--- src/pkg/sdc_pkg.sv ---
package sdc_pkg;
  localparam int FRAME_BITS = 16;
  localparam int CODE_BITS = 12;
  localparam int MODE_HI_POS = 13;
  localparam int MODE_LO_POS = 12;
  localparam int CODE_MSB_POS = 11;
  localparam logic [4:0] LAST_EDGE = 5'h10;
  localparam logic [11:0] CODE_RESET = 12'h000;
  localparam logic [1:0] MODE_RESET = 2'h0;
  localparam logic [1:0] MODE_NORMAL = 2'h0;
  localparam logic [1:0] MODE_PD_1K = 2'h1;
  localparam logic [1:0] MODE_PD_100K = 2'h2;
  localparam logic [1:0] MODE_HIZ = 2'h3;
  localparam int SYNC_HIGH_NS = 33;
  localparam int CLOCK_NS = 100;
  localparam int SYNC_HIGH_CYC = (SYNC_HIGH_NS + CLOCK_NS - 1) / CLOCK_NS;
  localparam logic [11:0] ADDR_CODE = 12'h000;
  localparam logic [11:0] ADDR_MODE = 12'h004;
  localparam logic [11:0] ADDR_STATUS = 12'h008;
  localparam logic [1:0] RESP_OKAY = 2'h0;
  localparam logic [1:0] RESP_SLVERR = 2'h2;
  typedef enum logic [2:0] {
    FR_IDLE = 3'b001,
    FR_SHIFT = 3'b010,
    FR_DONE = 3'b100
  } sdc_frame_t;
endpackage : sdc_pkg

--- src/design/sdc_sync2.sv ---
`timescale 1ns/1ps
module sdc_sync2 (
  input wire logic clock,
  input wire logic sys_rst,
  input wire logic asyncIn,
  output logic syncOut
);
  logic stage1_reg;

  // Two stages; only the second stage is read so metastability settles first.
  always_ff @(posedge clock or posedge sys_rst) begin
    if (sys_rst) begin
      stage1_reg <= 1'b1;
      syncOut <= 1'b1;
    end else begin
      stage1_reg <= asyncIn;
      syncOut <= stage1_reg;
    end
  end
endmodule : sdc_sync2

--- src/design/sdc_serial_dac_ctrl.sv ---
`timescale 1ns/1ps
module sdc_serial_dac_ctrl (
  input wire logic clock,
  input wire logic sys_rst,
  input wire logic frameSelN,
  input wire logic serialClk,
  input wire logic serialData,
  output logic [11:0] dacCode,
  output logic [1:0] powerMode,
  output logic ampConnect,
  output logic pulldown1k,
  output logic pulldown100k,
  output logic outputHiZ,
  input wire logic [11:0] s_axi_awaddr,
  input wire logic s_axi_awvalid,
  output logic s_axi_awready,
  input wire logic [31:0] s_axi_wdata,
  input wire logic [3:0] s_axi_wstrb,
  input wire logic s_axi_wvalid,
  output logic s_axi_wready,
  output logic [1:0] s_axi_bresp,
  output logic s_axi_bvalid,
  input wire logic s_axi_bready,
  input wire logic [11:0] s_axi_araddr,
  input wire logic s_axi_arvalid,
  output logic s_axi_arready,
  output logic [31:0] s_axi_rdata,
  output logic [1:0] s_axi_rresp,
  output logic s_axi_rvalid,
  input wire logic s_axi_rready
);
  logic selN;
  logic sclk;
  logic sdat;
  logic selPrev_reg;
  logic sclkPrev_reg;
  sdc_pkg::sdc_frame_t frame_reg;
  logic [15:0] shift_reg;
  logic [4:0] edgeCount_reg;
  logic [11:0] code_reg;
  logic [1:0] mode_reg;
  logic [15:0] frameCount_reg;
  logic abortSeen_reg;
  logic [15:0] frameWord;
  logic awHeld_reg;
  logic wHeld_reg;
  logic [11:0] awAddr_reg;

  sdc_sync2 uSel (.clock(clock), .sys_rst(sys_rst), .asyncIn(frameSelN), .syncOut(selN));
  sdc_sync2 uClk (.clock(clock), .sys_rst(sys_rst), .asyncIn(serialClk), .syncOut(sclk));
  sdc_sync2 uDat (.clock(clock), .sys_rst(sys_rst), .asyncIn(serialData), .syncOut(sdat));

  wire selFall = selPrev_reg && !selN;
  wire clkFall = sclkPrev_reg && !sclk;
  // Data was synchronised alongside the clock, so it is sampled with the same delay.
  assign frameWord = {shift_reg[14:0], sdat};

  // Previous synchronised levels for edge detection.
  always_ff @(posedge clock or posedge sys_rst) begin
    if (sys_rst) begin
      selPrev_reg <= 1'b1;
      sclkPrev_reg <= 1'b1;
    end else begin
      selPrev_reg <= selN;
      sclkPrev_reg <= sclk;
    end
  end

  // Frame sequencer; the host's 33 ns high time is far below one sample period,
  // so a shorter pulse may be missed entirely.
  always_ff @(posedge clock or posedge sys_rst) begin
    if (sys_rst) begin
      frame_reg <= sdc_pkg::FR_IDLE;
      shift_reg <= 16'h0000;
      edgeCount_reg <= 5'h00;
    end else begin
      case (frame_reg)
        sdc_pkg::FR_IDLE: begin
          if (selFall) begin
            frame_reg <= sdc_pkg::FR_SHIFT;
            shift_reg <= 16'h0000;
            edgeCount_reg <= 5'h00;
          end
        end
        sdc_pkg::FR_SHIFT: begin
          if (selN) begin
            frame_reg <= sdc_pkg::FR_IDLE;
            shift_reg <= 16'h0000;
            edgeCount_reg <= 5'h00;
          end else if (clkFall) begin
            shift_reg <= frameWord;
            edgeCount_reg <= edgeCount_reg + 5'h01;
            if (edgeCount_reg + 5'h01 == sdc_pkg::LAST_EDGE) begin
              frame_reg <= sdc_pkg::FR_DONE;
            end
          end
        end
        sdc_pkg::FR_DONE: begin
          if (selN) begin
            frame_reg <= sdc_pkg::FR_IDLE;
            edgeCount_reg <= 5'h00;
          end
        end
        default: begin
          frame_reg <= sdc_pkg::FR_IDLE;
        end
      endcase
    end
  end

  wire frameLoad = (frame_reg == sdc_pkg::FR_SHIFT) && !selN && clkFall &&
                   (edgeCount_reg + 5'h01 == sdc_pkg::LAST_EDGE);

  // Code and mode change only on a complete frame; reset gives zero volts.
  always_ff @(posedge clock or posedge sys_rst) begin
    if (sys_rst) begin
      code_reg <= sdc_pkg::CODE_RESET;
      mode_reg <= sdc_pkg::MODE_RESET;
    end else if (frameLoad) begin
      code_reg <= frameWord[sdc_pkg::CODE_MSB_POS:0];
      mode_reg <= {frameWord[sdc_pkg::MODE_HI_POS], frameWord[sdc_pkg::MODE_LO_POS]};
    end
  end

  // Frame statistics for software.
  always_ff @(posedge clock or posedge sys_rst) begin
    if (sys_rst) begin
      frameCount_reg <= 16'h0000;
      abortSeen_reg <= 1'b0;
    end else begin
      if (frameLoad) begin
        frameCount_reg <= frameCount_reg + 16'h0001;
      end
      if (frame_reg == sdc_pkg::FR_SHIFT && selN) begin
        abortSeen_reg <= 1'b1;
      end else if (s_axi_bvalid && s_axi_bready && awAddr_reg == sdc_pkg::ADDR_STATUS) begin
        abortSeen_reg <= 1'b0;
      end
    end
  end

  // Output stage switching decoded from the mode.
  always_comb begin
    ampConnect = 1'b0;
    pulldown1k = 1'b0;
    pulldown100k = 1'b0;
    outputHiZ = 1'b0;
    case (mode_reg)
      sdc_pkg::MODE_NORMAL: ampConnect = 1'b1;
      sdc_pkg::MODE_PD_1K: pulldown1k = 1'b1;
      sdc_pkg::MODE_PD_100K: pulldown100k = 1'b1;
      sdc_pkg::MODE_HIZ: outputHiZ = 1'b1;
      default: outputHiZ = 1'b1;
    endcase
  end
  assign dacCode = code_reg;
  assign powerMode = mode_reg;

  // AXI write: address and data captured in either order, then one response.
  assign s_axi_awready = !awHeld_reg && !s_axi_bvalid;
  assign s_axi_wready = !wHeld_reg && !s_axi_bvalid;
  always_ff @(posedge clock or posedge sys_rst) begin
    if (sys_rst) begin
      awHeld_reg <= 1'b0;
      wHeld_reg <= 1'b0;
      awAddr_reg <= 12'h000;
      s_axi_bvalid <= 1'b0;
      s_axi_bresp <= sdc_pkg::RESP_OKAY;
    end else begin
      if (s_axi_awvalid && s_axi_awready) begin
        awHeld_reg <= 1'b1;
        awAddr_reg <= s_axi_awaddr;
      end
      if (s_axi_wvalid && s_axi_wready) begin
        wHeld_reg <= 1'b1;
      end
      if (awHeld_reg && wHeld_reg && !s_axi_bvalid) begin
        s_axi_bvalid <= 1'b1;
        s_axi_bresp <= (awAddr_reg == sdc_pkg::ADDR_STATUS) ? sdc_pkg::RESP_OKAY : sdc_pkg::RESP_SLVERR;
        awHeld_reg <= 1'b0;
        wHeld_reg <= 1'b0;
      end else if (s_axi_bvalid && s_axi_bready) begin
        s_axi_bvalid <= 1'b0;
      end
    end
  end

  // AXI read of the held code, mode and frame status.
  assign s_axi_arready = !s_axi_rvalid;
  always_ff @(posedge clock or posedge sys_rst) begin
    if (sys_rst) begin
      s_axi_rvalid <= 1'b0;
      s_axi_rdata <= 32'h00000000;
      s_axi_rresp <= sdc_pkg::RESP_OKAY;
    end else if (s_axi_arvalid && s_axi_arready) begin
      s_axi_rvalid <= 1'b1;
      s_axi_rresp <= sdc_pkg::RESP_OKAY;
      case (s_axi_araddr)
        sdc_pkg::ADDR_CODE: s_axi_rdata <= {20'h00000, code_reg};
        sdc_pkg::ADDR_MODE: s_axi_rdata <= {30'h0, mode_reg};
        sdc_pkg::ADDR_STATUS: s_axi_rdata <= {15'h0, abortSeen_reg, frameCount_reg};
        default: begin
          s_axi_rdata <= 32'h00000000;
          s_axi_rresp <= sdc_pkg::RESP_SLVERR;
        end
      endcase
    end else if (s_axi_rvalid && s_axi_rready) begin
      s_axi_rvalid <= 1'b0;
    end
  end

  // Checks on frame handling and output routing.
  a_abort_keeps_code: assert property (@(posedge clock) disable iff (sys_rst)
    (frame_reg == sdc_pkg::FR_SHIFT && selN) |=> $stable(code_reg) && $stable(mode_reg))
    else $error("Code changed on aborted frame.");
  a_abort_clears_shift: assert property (@(posedge clock) disable iff (sys_rst)
    (frame_reg == sdc_pkg::FR_SHIFT && selN) |=> shift_reg == 16'h0000 && frame_reg == sdc_pkg::FR_IDLE)
    else $error("Shift register not cleared on abort.");
  a_load_code_value: assert property (@(posedge clock) disable iff (sys_rst)
    frameLoad |=> code_reg == $past(frameWord[11:0]))
    else $error("Code not loaded from frame.");
  a_load_mode_value: assert property (@(posedge clock) disable iff (sys_rst)
    frameLoad |=> mode_reg == $past(frameWord[13:12]))
    else $error("Mode not loaded from frame bits.");
  a_change_needs_load: assert property (@(posedge clock) disable iff (sys_rst)
    !frameLoad |=> $stable(code_reg))
    else $error("Code changed without a complete frame.");
  a_sixteen_edges: assert property (@(posedge clock) disable iff (sys_rst)
    frameLoad |-> edgeCount_reg == 5'h0F)
    else $error("Load not on sixteenth edge.");
  a_done_ignores: assert property (@(posedge clock) disable iff (sys_rst)
    (frame_reg == sdc_pkg::FR_DONE && !selN) |=> frame_reg == sdc_pkg::FR_DONE && $stable(shift_reg))
    else $error("Edges accepted after frame end.");
  a_start_on_fall: assert property (@(posedge clock) disable iff (sys_rst)
    (frame_reg == sdc_pkg::FR_IDLE && !selFall) |=> frame_reg == sdc_pkg::FR_IDLE)
    else $error("Frame started without select fall.");
  a_amp_normal_only: assert property (@(posedge clock) disable iff (sys_rst)
    ampConnect == (mode_reg == sdc_pkg::MODE_NORMAL) && (pulldown1k == (mode_reg == sdc_pkg::MODE_PD_1K)) &&
    (pulldown100k == (mode_reg == sdc_pkg::MODE_PD_100K)) && (outputHiZ == (mode_reg == sdc_pkg::MODE_HIZ)))
    else $error("Output routing disagrees with mode.");
  c_frame_loaded: cover property (@(posedge clock) disable iff (sys_rst) frameLoad);
  c_frame_aborted: cover property (@(posedge clock) disable iff (sys_rst) frame_reg == sdc_pkg::FR_SHIFT && selN);
  c_hiz_mode: cover property (@(posedge clock) disable iff (sys_rst) outputHiZ);
endmodule : sdc_serial_dac_ctrl

--- config.mk ---
export PLATFORM = sky130hd
export DESIGN_NAME = sdc_serial_dac_ctrl
export DESIGN_NICKNAME = d
export VERILOG_FILES = /design/src/pkg/sdc_pkg.sv /design/src/design/sdc_sync2.sv /design/src/design/sdc_serial_dac_ctrl.sv
export SDC_FILE = /design/constraint.sdc
export NUM_CORES = 1
export LEC_CHECK = 0
export BUFFER_PORTS_ARGS = -buffer_cell sky130_fd_sc_hd__buf_4
export CORE_MARGIN = 2
export CORE_UTILIZATION = 34
export CTS_CLUSTER_SIZE = 14
export DETAILED_ROUTE_END_ITERATION = 16
export PLACE_DENSITY_LB_ADDON = 0.3
export REMOVE_ABC_BUFFERS = 1
export SLEW_MARGIN = 20
export SYNTH_ARGS = -nofsm -noshare
export SYNTH_HDL_FRONTEND = slang
export SYNTH_HIERARCHICAL = 1
export SYNTH_SLANG_ARGS = --single-unit
--- constraint.sdc ---
create_clock -name clock -period 9.15 [get_ports clock]
set_input_delay 2.745 -clock clock [delete_from_list [all_inputs] [get_ports clock]]
set_output_delay 2.745 -clock clock [all_outputs]
set_load 0.1 [all_outputs]
==> results of run 1 <==
[metal layers]
layer,GRT usage [%],up-vias
met4,3.45,0
met3,4.48,5
li1,-,1367
met1,17.0,1397
met5,0,-
met2,21.1,76
[final timing paths]
path | from | to | slack [ps] | cells after the start
max | powerMode[0] | pulldown1k | 5170 | 2
min | uClk/stage1_reg | uClk/syncOut | 350 | 0
max reg2reg | frame_reg[2] | dacCode[4] | 6630 | 4
min reg2reg | uClk/stage1_reg | uClk/syncOut | 350 | 0
max in group asynchronous | sys_rst | s_axi_rdata[14] | 5620 | 3
min in group asynchronous | sys_rst | s_axi_bvalid | 2360 | 2
[logic make-up after synthesis]
family	Yosys count	share of synthesized area, %
and+or+nand+nor	104	13.5
other	1	0.0893
adders and majority gates	2	0.595
buffers and inverters	40	5.57
xor gates and xnor gates	16	3.34
muxes	40	11.2
AOI/OAI and AO/OA	56	8.84
DFF	95	56.8
[cell type report]
type	count	area share, %
clock inverters	5	1.12
well taps	168	4.08
inverters	9	0.680
clock buffers	11	4.71
flip-flops and latches	95	46.4
repair buffers	77	11.2
multi-input cells	235	31.8
[cell usage in the layout, fill, tap and decap left out, drive strengths merged, types with 4 or more instances in the layout]
cell type  Yosys  layout
buf           20      77
mux2i         12      12
nand2         34      34
nor4           7       7
mux2          28      28
nor2           7       7
xor2          15      15
and2           4       4
o21ai         23      23
nand4          9       9
nor2b          6       6
clkbuf        11      11
a21oi          6       6
or2            4       4
dfstp          9       9
nor3           8       8
clkinv         0       5
conb           1      17
nor4b          4       4
inv            9       8
nand3         11      11
dfrtp         86      86
a22o          13      13
[metrics by stage]
stage	cells	hold slack, ps	setup slack (ps)
2_1_floorplan	339	345	3990
3_3_place_gp	584	346	5120
3_5_place_dp	584	347	5090
4_1_cts	600	356	5160
5_1_grt	600	358	5090
6_report	600	355	5170
[report_power, final]
part / switching (mW) / internal (mW)
Combinational: 0.137 / 0.0611
Sequential: 0.0257 / 0.460
Clock: 0.153 / 0.219
==> results.json, run 1 <==
{
  "cts_tree": "done",
  "post_cts_buffers": 0,
  "crit_slowest_cell": "dfrtp_1",
  "critPathBufInv": 1,
  "status": "completed",
  "place_congestion": 0.771,
  "met1_length_um": 3810,
  "initialDrtViolationCount": 162,
  "synth-seq-area-share_pct": 56.8,
  "cpPeakStageDelay_ps": 450,
  "crit_family": "flip-flops",
  "areaGrowthSynthToFinish_pct": 22.6,
  "clk_pin_slew_ps": 60,
  "slew_headroom_pct": 40.3,
  "synth_area_leaders": "dfrtp_1 (51%), dfstp_2 (5.6%), mux2_2 (5.1%)",
  "synth.cell_area_sq_mm": 0.00420,
  "fin_crit_sh_pct": 43.5,
  "fin_total_pwr_mw": 1.06,
  "design.portCount": 129,
  "antenna_found_initial": 0,
  "grt_overflow": 0,
  "synth_flop_cell": "dfrtp_1",
  "start_util_pct": 34.8,
  "crit_arrival_ps": 1230,
  "clk_latency_ps": 340,
  "layout-drive-gt1-share_pct": 31.3,
  "cts_sinks": 95,
  "fin_nets": 499,
  "design_area_sq_mm": 0.00515,
  "rows": 40,
  "yosysWarnings": 6,
  "setup_violations": 0,
  "layout_min_cycle_time_ps": 3980,
  "core_area_sq_mm": 0.0121,
  "hpwl_um": 5720,
  "die_height_um": 115,
  "irDropWorstVdd_uv": 221,
  "first_pass_iters": 4,
  "numCtsBuffers": 9,
  "seqCellArea_sq_mm": 0.00239,
  "start_kind": "register",
  "grt_first_pass_wirelength_um": 13600,
  "min_path_type": "reg -> reg",
  "cts_resized": 0,
  "worst_pin_slew_ps": 896,
  "syn_inst": 354,
  "utilization_pct": 42.7,
  "ys_ff_latch": 95,
  "multi_input_area_sq_mm": 0.00164,
  "yosysTopAreaCellShare_pct": 51.2,
  "routed.top_layer": "met4",
  "antenna_left": 0,
  "design.die.area_sq_mm": 0.0133,
  "async_flop_share_pct": 100,
  "clock.fmax_mhz": 252,
  "worstSetupPathType": "reg -> out",
  "wl_um": 8170,
  "final-hold-violation-count": 0,
  "vias_per_cell": 4.74,
  "end_kind": "primary output",
  "htreeDepth": 3,
  "cap_violations": 0,
  "place.port_buffers": 75,
  "grt_max_degree": 74,
  "crit_chain": "nor2b_1, buf_4",
  "hold_buffers": 0,
  "yosys.area.top_type": "dfrtp_1",
  "insertedDiodeCount": 0,
  "skew_ps": 11.6,
  "drv_slew": 0,
  "rsz0062_at_grt": "false",
  "crit_required_ps": 6410,
  "cellLeakagePower_nw": 2.50,
  "syn_avg_cell_area_sq_um": 11.9,
  "synth_edf_count": 0,
  "ys_types": 48,
  "dpl_cell_area_sq_mm": 0.00485,
  "dr_wl_met2_um": 3970,
  "vias": 2845,
  "grtUsageTotal_pct": 13.1,
  "post_drt_wl_per_cell_um": 13.6,
  "cp_max_fo": 7,
  "drcViolationCount": 0,
  "largest_register_ffs": 17,
  "grt_pass1_vias": 2767,
  "clk_path_buf_depth": 2,
  "fill_cells": 1148,
  "root_buffer": "clkbuf_16",
  "fin_tns_setup_ps": 0,
  "synth_common_cells": "dfrtp_1 (86), nand2_1 (34), o21ai_0 (23)",
  "p_per_area_mw_per_mm2": 205,
  "post-synth-top-count-cell": "dfrtp_1",
  "wl_met3_um": 320,
  "die_x_um": 115
}
No activity file was read; power rests on OpenSTA's default activity.
==> run 2, diff against run 1 <==
- clock period: 9.15 -> 3.65 ns (I/O delays scaled with it)
==> results.json, run 2 (synthesis results as in run 1) <==
{
  "numCtsBuffers": 9,
  "die_height_um": 115,
  "cts_resized": 0,
  "post_drt_wl_per_cell_um": 13.4,
  "cp.depth": 4,
  "vias": 2868,
  "grt_overflow": 0,
  "finalWorstSetupSlack_ps": 1140,
  "first_pass_iters": 4,
  "htreeDepth": 3,
  "fin_nets": 499,
  "wl_met3_um": 318,
  "dp_slack_ps": 1130,
  "grtUsageTotal_pct": 13.0,
  "layout-drive-gt1-share_pct": 31.0,
  "initialDrtViolationCount": 173,
  "grt_max_degree": 74,
  "design.die.area_sq_mm": 0.0133,
  "layout_min_cycle_time_ps": 2510,
  "skew_ps": 7.53,
  "slew_headroom_pct": 41.9,
  "crit_chain": "nor4b_4, nand4_2, or2_1, mux2_4",
  "r2r_start": "frame_reg[2]",
  "crit_required_ps": 3870,
  "fin_tns_setup_ps": 0,
  "rsz0062_at_grt": "false",
  "rows": 40,
  "hold_buffers": 0,
  "clk_path_buf_depth": 2,
  "antenna_left": 0,
  "r2r_cells": 4,
  "post_cts_buffers": 0,
  "antenna_found_initial": 0,
  "die_x_um": 115,
  "layout_common_cells": "dfrtp_1 (86), buf_4 (76), nand2_1 (34)",
  "crit_arrival_ps": 2730,
  "end_kind": "register",
  "cellLeakagePower_nw": 2.50,
  "clk_latency_ps": 340,
  "grt_first_pass_wirelength_um": 13600,
  "start_kind": "register",
  "p_per_area_mw_per_mm2": 516,
  "areaGrowthSynthToFinish_pct": 22.9,
  "crit_end": "dacCode[0]",
  "cts_tree": "done",
  "cp-startpoint": "frame_reg[2]",
  "irDropWorstVdd_uv": 550,
  "setup_violations": 0,
  "timing.rr.end": "dacCode[0]",
  "clock.fmax_mhz": 399,
  "routed.top_layer": "met4",
  "crit_slowest_cell": "or2_1",
  "min_path_type": "reg -> reg",
  "design.portCount": 129,
  "worstSetupPathType": "reg -> reg",
  "cp_max_fo": 16,
  "critPathBufInv": 0,
  "hpwl_um": 5670,
  "utilization_pct": 42.8,
  "cpPeakStageDelay_ps": 680,
  "grt_pass1_vias": 2824,
  "wl_um": 8060,
  "insertedDiodeCount": 0,
  "cts_sinks": 95,
  "crit_family": "simple AND/OR/NAND/NOR gates",
  "root_buffer": "clkbuf_16",
  "status": "completed",
  "layout_commonest_cell": "dfrtp_1",
  "core_area_sq_mm": 0.0121,
  "cap_violations": 0,
  "drcViolationCount": 0,
  "vias_per_cell": 4.78,
  "drv_slew": 0,
  "final-hold-violation-count": 0,
  "fin_crit_sh_pct": 68.7,
  "largest_register_ffs": 17,
  "met1_length_um": 3730,
  "start_util_pct": 34.8,
  "clk_pin_slew_ps": 60,
  "worst_pin_slew_ps": 872,
  "place.port_buffers": 75,
  "dr_wl_met2_um": 3900,
  "rrSetupSlack_ps": 1140,
  "place_congestion": 0.785
}
run 2: worst min path at each step:
stage | start | end | slack, ps | depth (start not counted)
after global placement | uSel/stage1_reg | uSel/syncOut | 350 | 0
after floorplan | uClk/stage1_reg | uClk/syncOut | 350 | 0
final | uClk/stage1_reg | uClk/syncOut | 360 | 0
after global routing | uClk/stage1_reg | uClk/syncOut | 360 | 0
after CTS | uClk/stage1_reg | uClk/syncOut | 360 | 0
after detailed placement | uClk/stage1_reg | uClk/syncOut | 350 | 0
run 2: metrics by stage:
step                instances  hold WS (ps)  area [sq um]  power [mW]
floorplan                 339           345          4060        1.62
global placement          584           346          4860        1.73
detailed placement        584           348          4860        1.74
CTS                       600           357          5160        2.70
global route              600           363          5160        2.77
finish                    600           356          5160        2.66
run 2: per-layer routing:
layer	vias up	track usage [%]
li1	1369	-
met3	10	3.69
met2	74	21.3
met5	-	0
met4	0	4.34
met1	1415	16.6
run 2: report_power, final:
part / leakage [nW] / switching [mW] / internal, mW
registers: 1.25 / 0.0659 / 1.15
clock network: 0.147 / 0.392 / 0.553
logic: 1.10 / 0.343 / 0.155
total: 2.50 / 0.801 / 1.86
run 2: final cells by class:
type | instances | area (sq um)
flip-flops and latches | 95 | 2390
well taps | 168 | 210
clock buffers | 12 | 246
clock inverters | 4 | 52.6
fillers | 1138 | 6900
repair buffers | 77 | 591
inverters | 9 | 35.0
multi-input cells | 235 | 1640
==> run 3, diff against run 2 <==
- ABC_AREA: unset -> 1
- clock period: 3.65 -> 2.3 ns (I/O delays scaled with it)
==> results.json, run 3 <==
{
  "status": "completed",
  "worstSetupPathType": "reg -> out",
  "cts_sinks": 95,
  "cts_tree": "done",
  "wl_um": 9960,
  "dp_slack_ps": 220,
  "layout_common_cells": "nand2_1 (217), dfrtp_1 (86), buf_4 (80)",
  "die_x_um": 121,
  "ys_ff_latch": 95,
  "final-hold-violation-count": 0,
  "grt_max_degree": 83,
  "first_pass_iters": 4,
  "grt_use_met3_pct": 4.01,
  "place.port_buffers": 75,
  "crit_required_ps": 1610,
  "cellLeakagePower_nw": 2.91,
  "core_area_sq_mm": 0.0132,
  "rows": 42,
  "clk_pin_slew_ps": 60,
  "multi_input_area_sq_mm": 0.00184,
  "skew_ps": 5.14,
  "yosysWarnings": 6,
  "antenna_left": 0,
  "clock.fmax_mhz": 511,
  "min_path_type": "in -> async",
  "syn_avg_cell_area_sq_um": 8.28,
  "vias": 3706,
  "post-synth-top-count-cell": "nand2_1",
  "synth_edf_count": 0,
  "grt_first_pass_wirelength_um": 17100,
  "timing.rr.end": "frameCount_reg[5]",
  "htreeDepth": 3,
  "layout-drive-gt1-share_pct": 19.9,
  "r2r_start": "edgeCount_reg[0]",
  "slew_headroom_pct": 59.8,
  "grtUsageTotal_pct": 14.7,
  "synth_flop_cell": "dfrtp_1",
  "setup_violations": 0,
  "seqCellArea_sq_mm": 0.00239,
  "rsz0062_at_grt": "false",
  "hold_buffers": 0,
  "grt_overflow": 0,
  "end_kind": "primary output",
  "place_congestion": 0.900,
  "layout_commonest_cell": "nand2_1",
  "syn_inst": 558,
  "fin_tns_setup_ps": 0,
  "antenna_found_initial": 0,
  "synth_common_cells": "nand2_1 (217), dfrtp_1 (86), inv_1 (48)",
  "yosysTopAreaCellShare_pct": 46.6,
  "start_util_pct": 34.9,
  "post_drt_wl_per_cell_um": 12.2,
  "fill_cells": 1336,
  "crit_arrival_ps": 1270,
  "cts_resized": 0,
  "rrSetupSlack_ps": 480,
  "synth_area_leaders": "dfrtp_1 (47%), nand2_1 (18%), dfstp_2 (5.1%)",
  "finalWorstSetupSlack_ps": 345,
  "post_cts_buffers": 0,
  "yosys.area.top_type": "dfrtp_1",
  "fin_nets": 705,
  "insertedDiodeCount": 0,
  "synth.cell_area_sq_mm": 0.00462,
  "async_flop_share_pct": 100,
  "irDropWorstVdd_uv": 479,
  "design.portCount": 129,
  "design.die.area_sq_mm": 0.0145,
  "grt_pass1_vias": 3640,
  "r2r_cells": 9,
  "initialDrtViolationCount": 271,
  "top_usage_layer": "met2",
  "die_height_um": 121,
  "clk_latency_ps": 340,
  "clk_path_buf_depth": 2,
  "ys_types": 37,
  "vias_per_cell": 4.55,
  "synth-seq-area-share_pct": 51.7,
  "cp_max_fo": 7,
  "start_kind": "register",
  "grtUsageMet1_pct": 17.9,
  "hpwl_um": 7120,
  "numCtsBuffers": 9,
  "fin_crit_sh_pct": 85.0,
  "use_met2_pct": 25.2,
  "cp-startpoint": "powerMode[0]",
  "p_per_area_mw_per_mm2": 831,
  "cap_violations": 0,
  "layout_min_cycle_time_ps": 1960,
  "worst_pin_slew_ps": 604,
  "largest_register_ffs": 17,
  "drcViolationCount": 0,
  "areaGrowthSynthToFinish_pct": 21.5,
  "drv_slew": 0,
  "root_buffer": "clkbuf_16"
}
run 3: how the worst max path moves through the flow:
stage | endpoint | slack [ps] | cells past startpoint
2_1_floorplan | awAddr_reg[0] | -1200 | 3
3_3_place_gp | s_axi_rdata[11] | 190 | 8
3_5_place_dp | s_axi_rdata[11] | 220 | 8
4_1_cts | pulldown1k | 320 | 3
5_1_grt | pulldown100k | 240 | 3
6_report | pulldown1k | 340 | 3
run 3: worst max-delay path: stages (launching register included):
cell,delay [ps]
dfrtp_1,460
inv_1,70
nor2_1,90
buf_4,300
run 3: power by group:
part	internal (mW)	switching [mW]	leakage [nW]	total [mW]
logic	0.270	0.731	1.51	1.00
clock network	1.06	0.622	0.160	1.69
registers	1.87	0.112	1.25	1.98
total	3.20	1.46	2.91	4.66
run 3: layout make-up:
cell class / count / share of cell area, %
sequential: 95 / 42.5
multi-input combinational: 392 / 32.7
timing repair buffer: 81 / 11.1
clock buffer: 11 / 4.15
tap: 176 / 3.92
inverter: 54 / 3.74
clock inverter: 5 / 1.89
run 3: cell families after synthesis:
| family | share of synthesized area, % |
|---|---|
| fa+ha+maj | 0.541 |
| simple gates | 29.5 |
| xor+xnor | 1.71 |
| flops | 51.7 |
| buf+inv | 9.91 |
| other cells | 0.0811 |
| mux | 2.68 |
| compound gates | 3.95 |
run 3: per-stage QoR:
| stage | cells | power [mW] | utilization [%] | hold slack, ps | cell area, sq um |
|---|---|---|---|---|---|
| 2_1_floorplan | 541 | 2.78 | - | 345 | 4430 |
| 3_3_place_gp | 798 | 2.98 | 39.8 | 345 | 5280 |
| 3_5_place_dp | 798 | 3.02 | 39.8 | 347 | 5280 |
| 4_1_cts | 814 | 4.73 | 42.4 | 255 | 5610 |
| 5_1_grt | 814 | 4.90 | 42.4 | 250 | 5610 |
| 6_report | 814 | 4.66 | 42.4 | 259 | 5610 |
run 3: layer usage:
| layer | vias to the layer above | wire length, um |
|---|---|---|
| li1 | 1856 | - |
| met2 | 57 | 5050 |
| met1 | 1779 | 4390 |
| met4 | 0 | 158 |
| met5 | - | 0 |
| met3 | 14 | 367 |
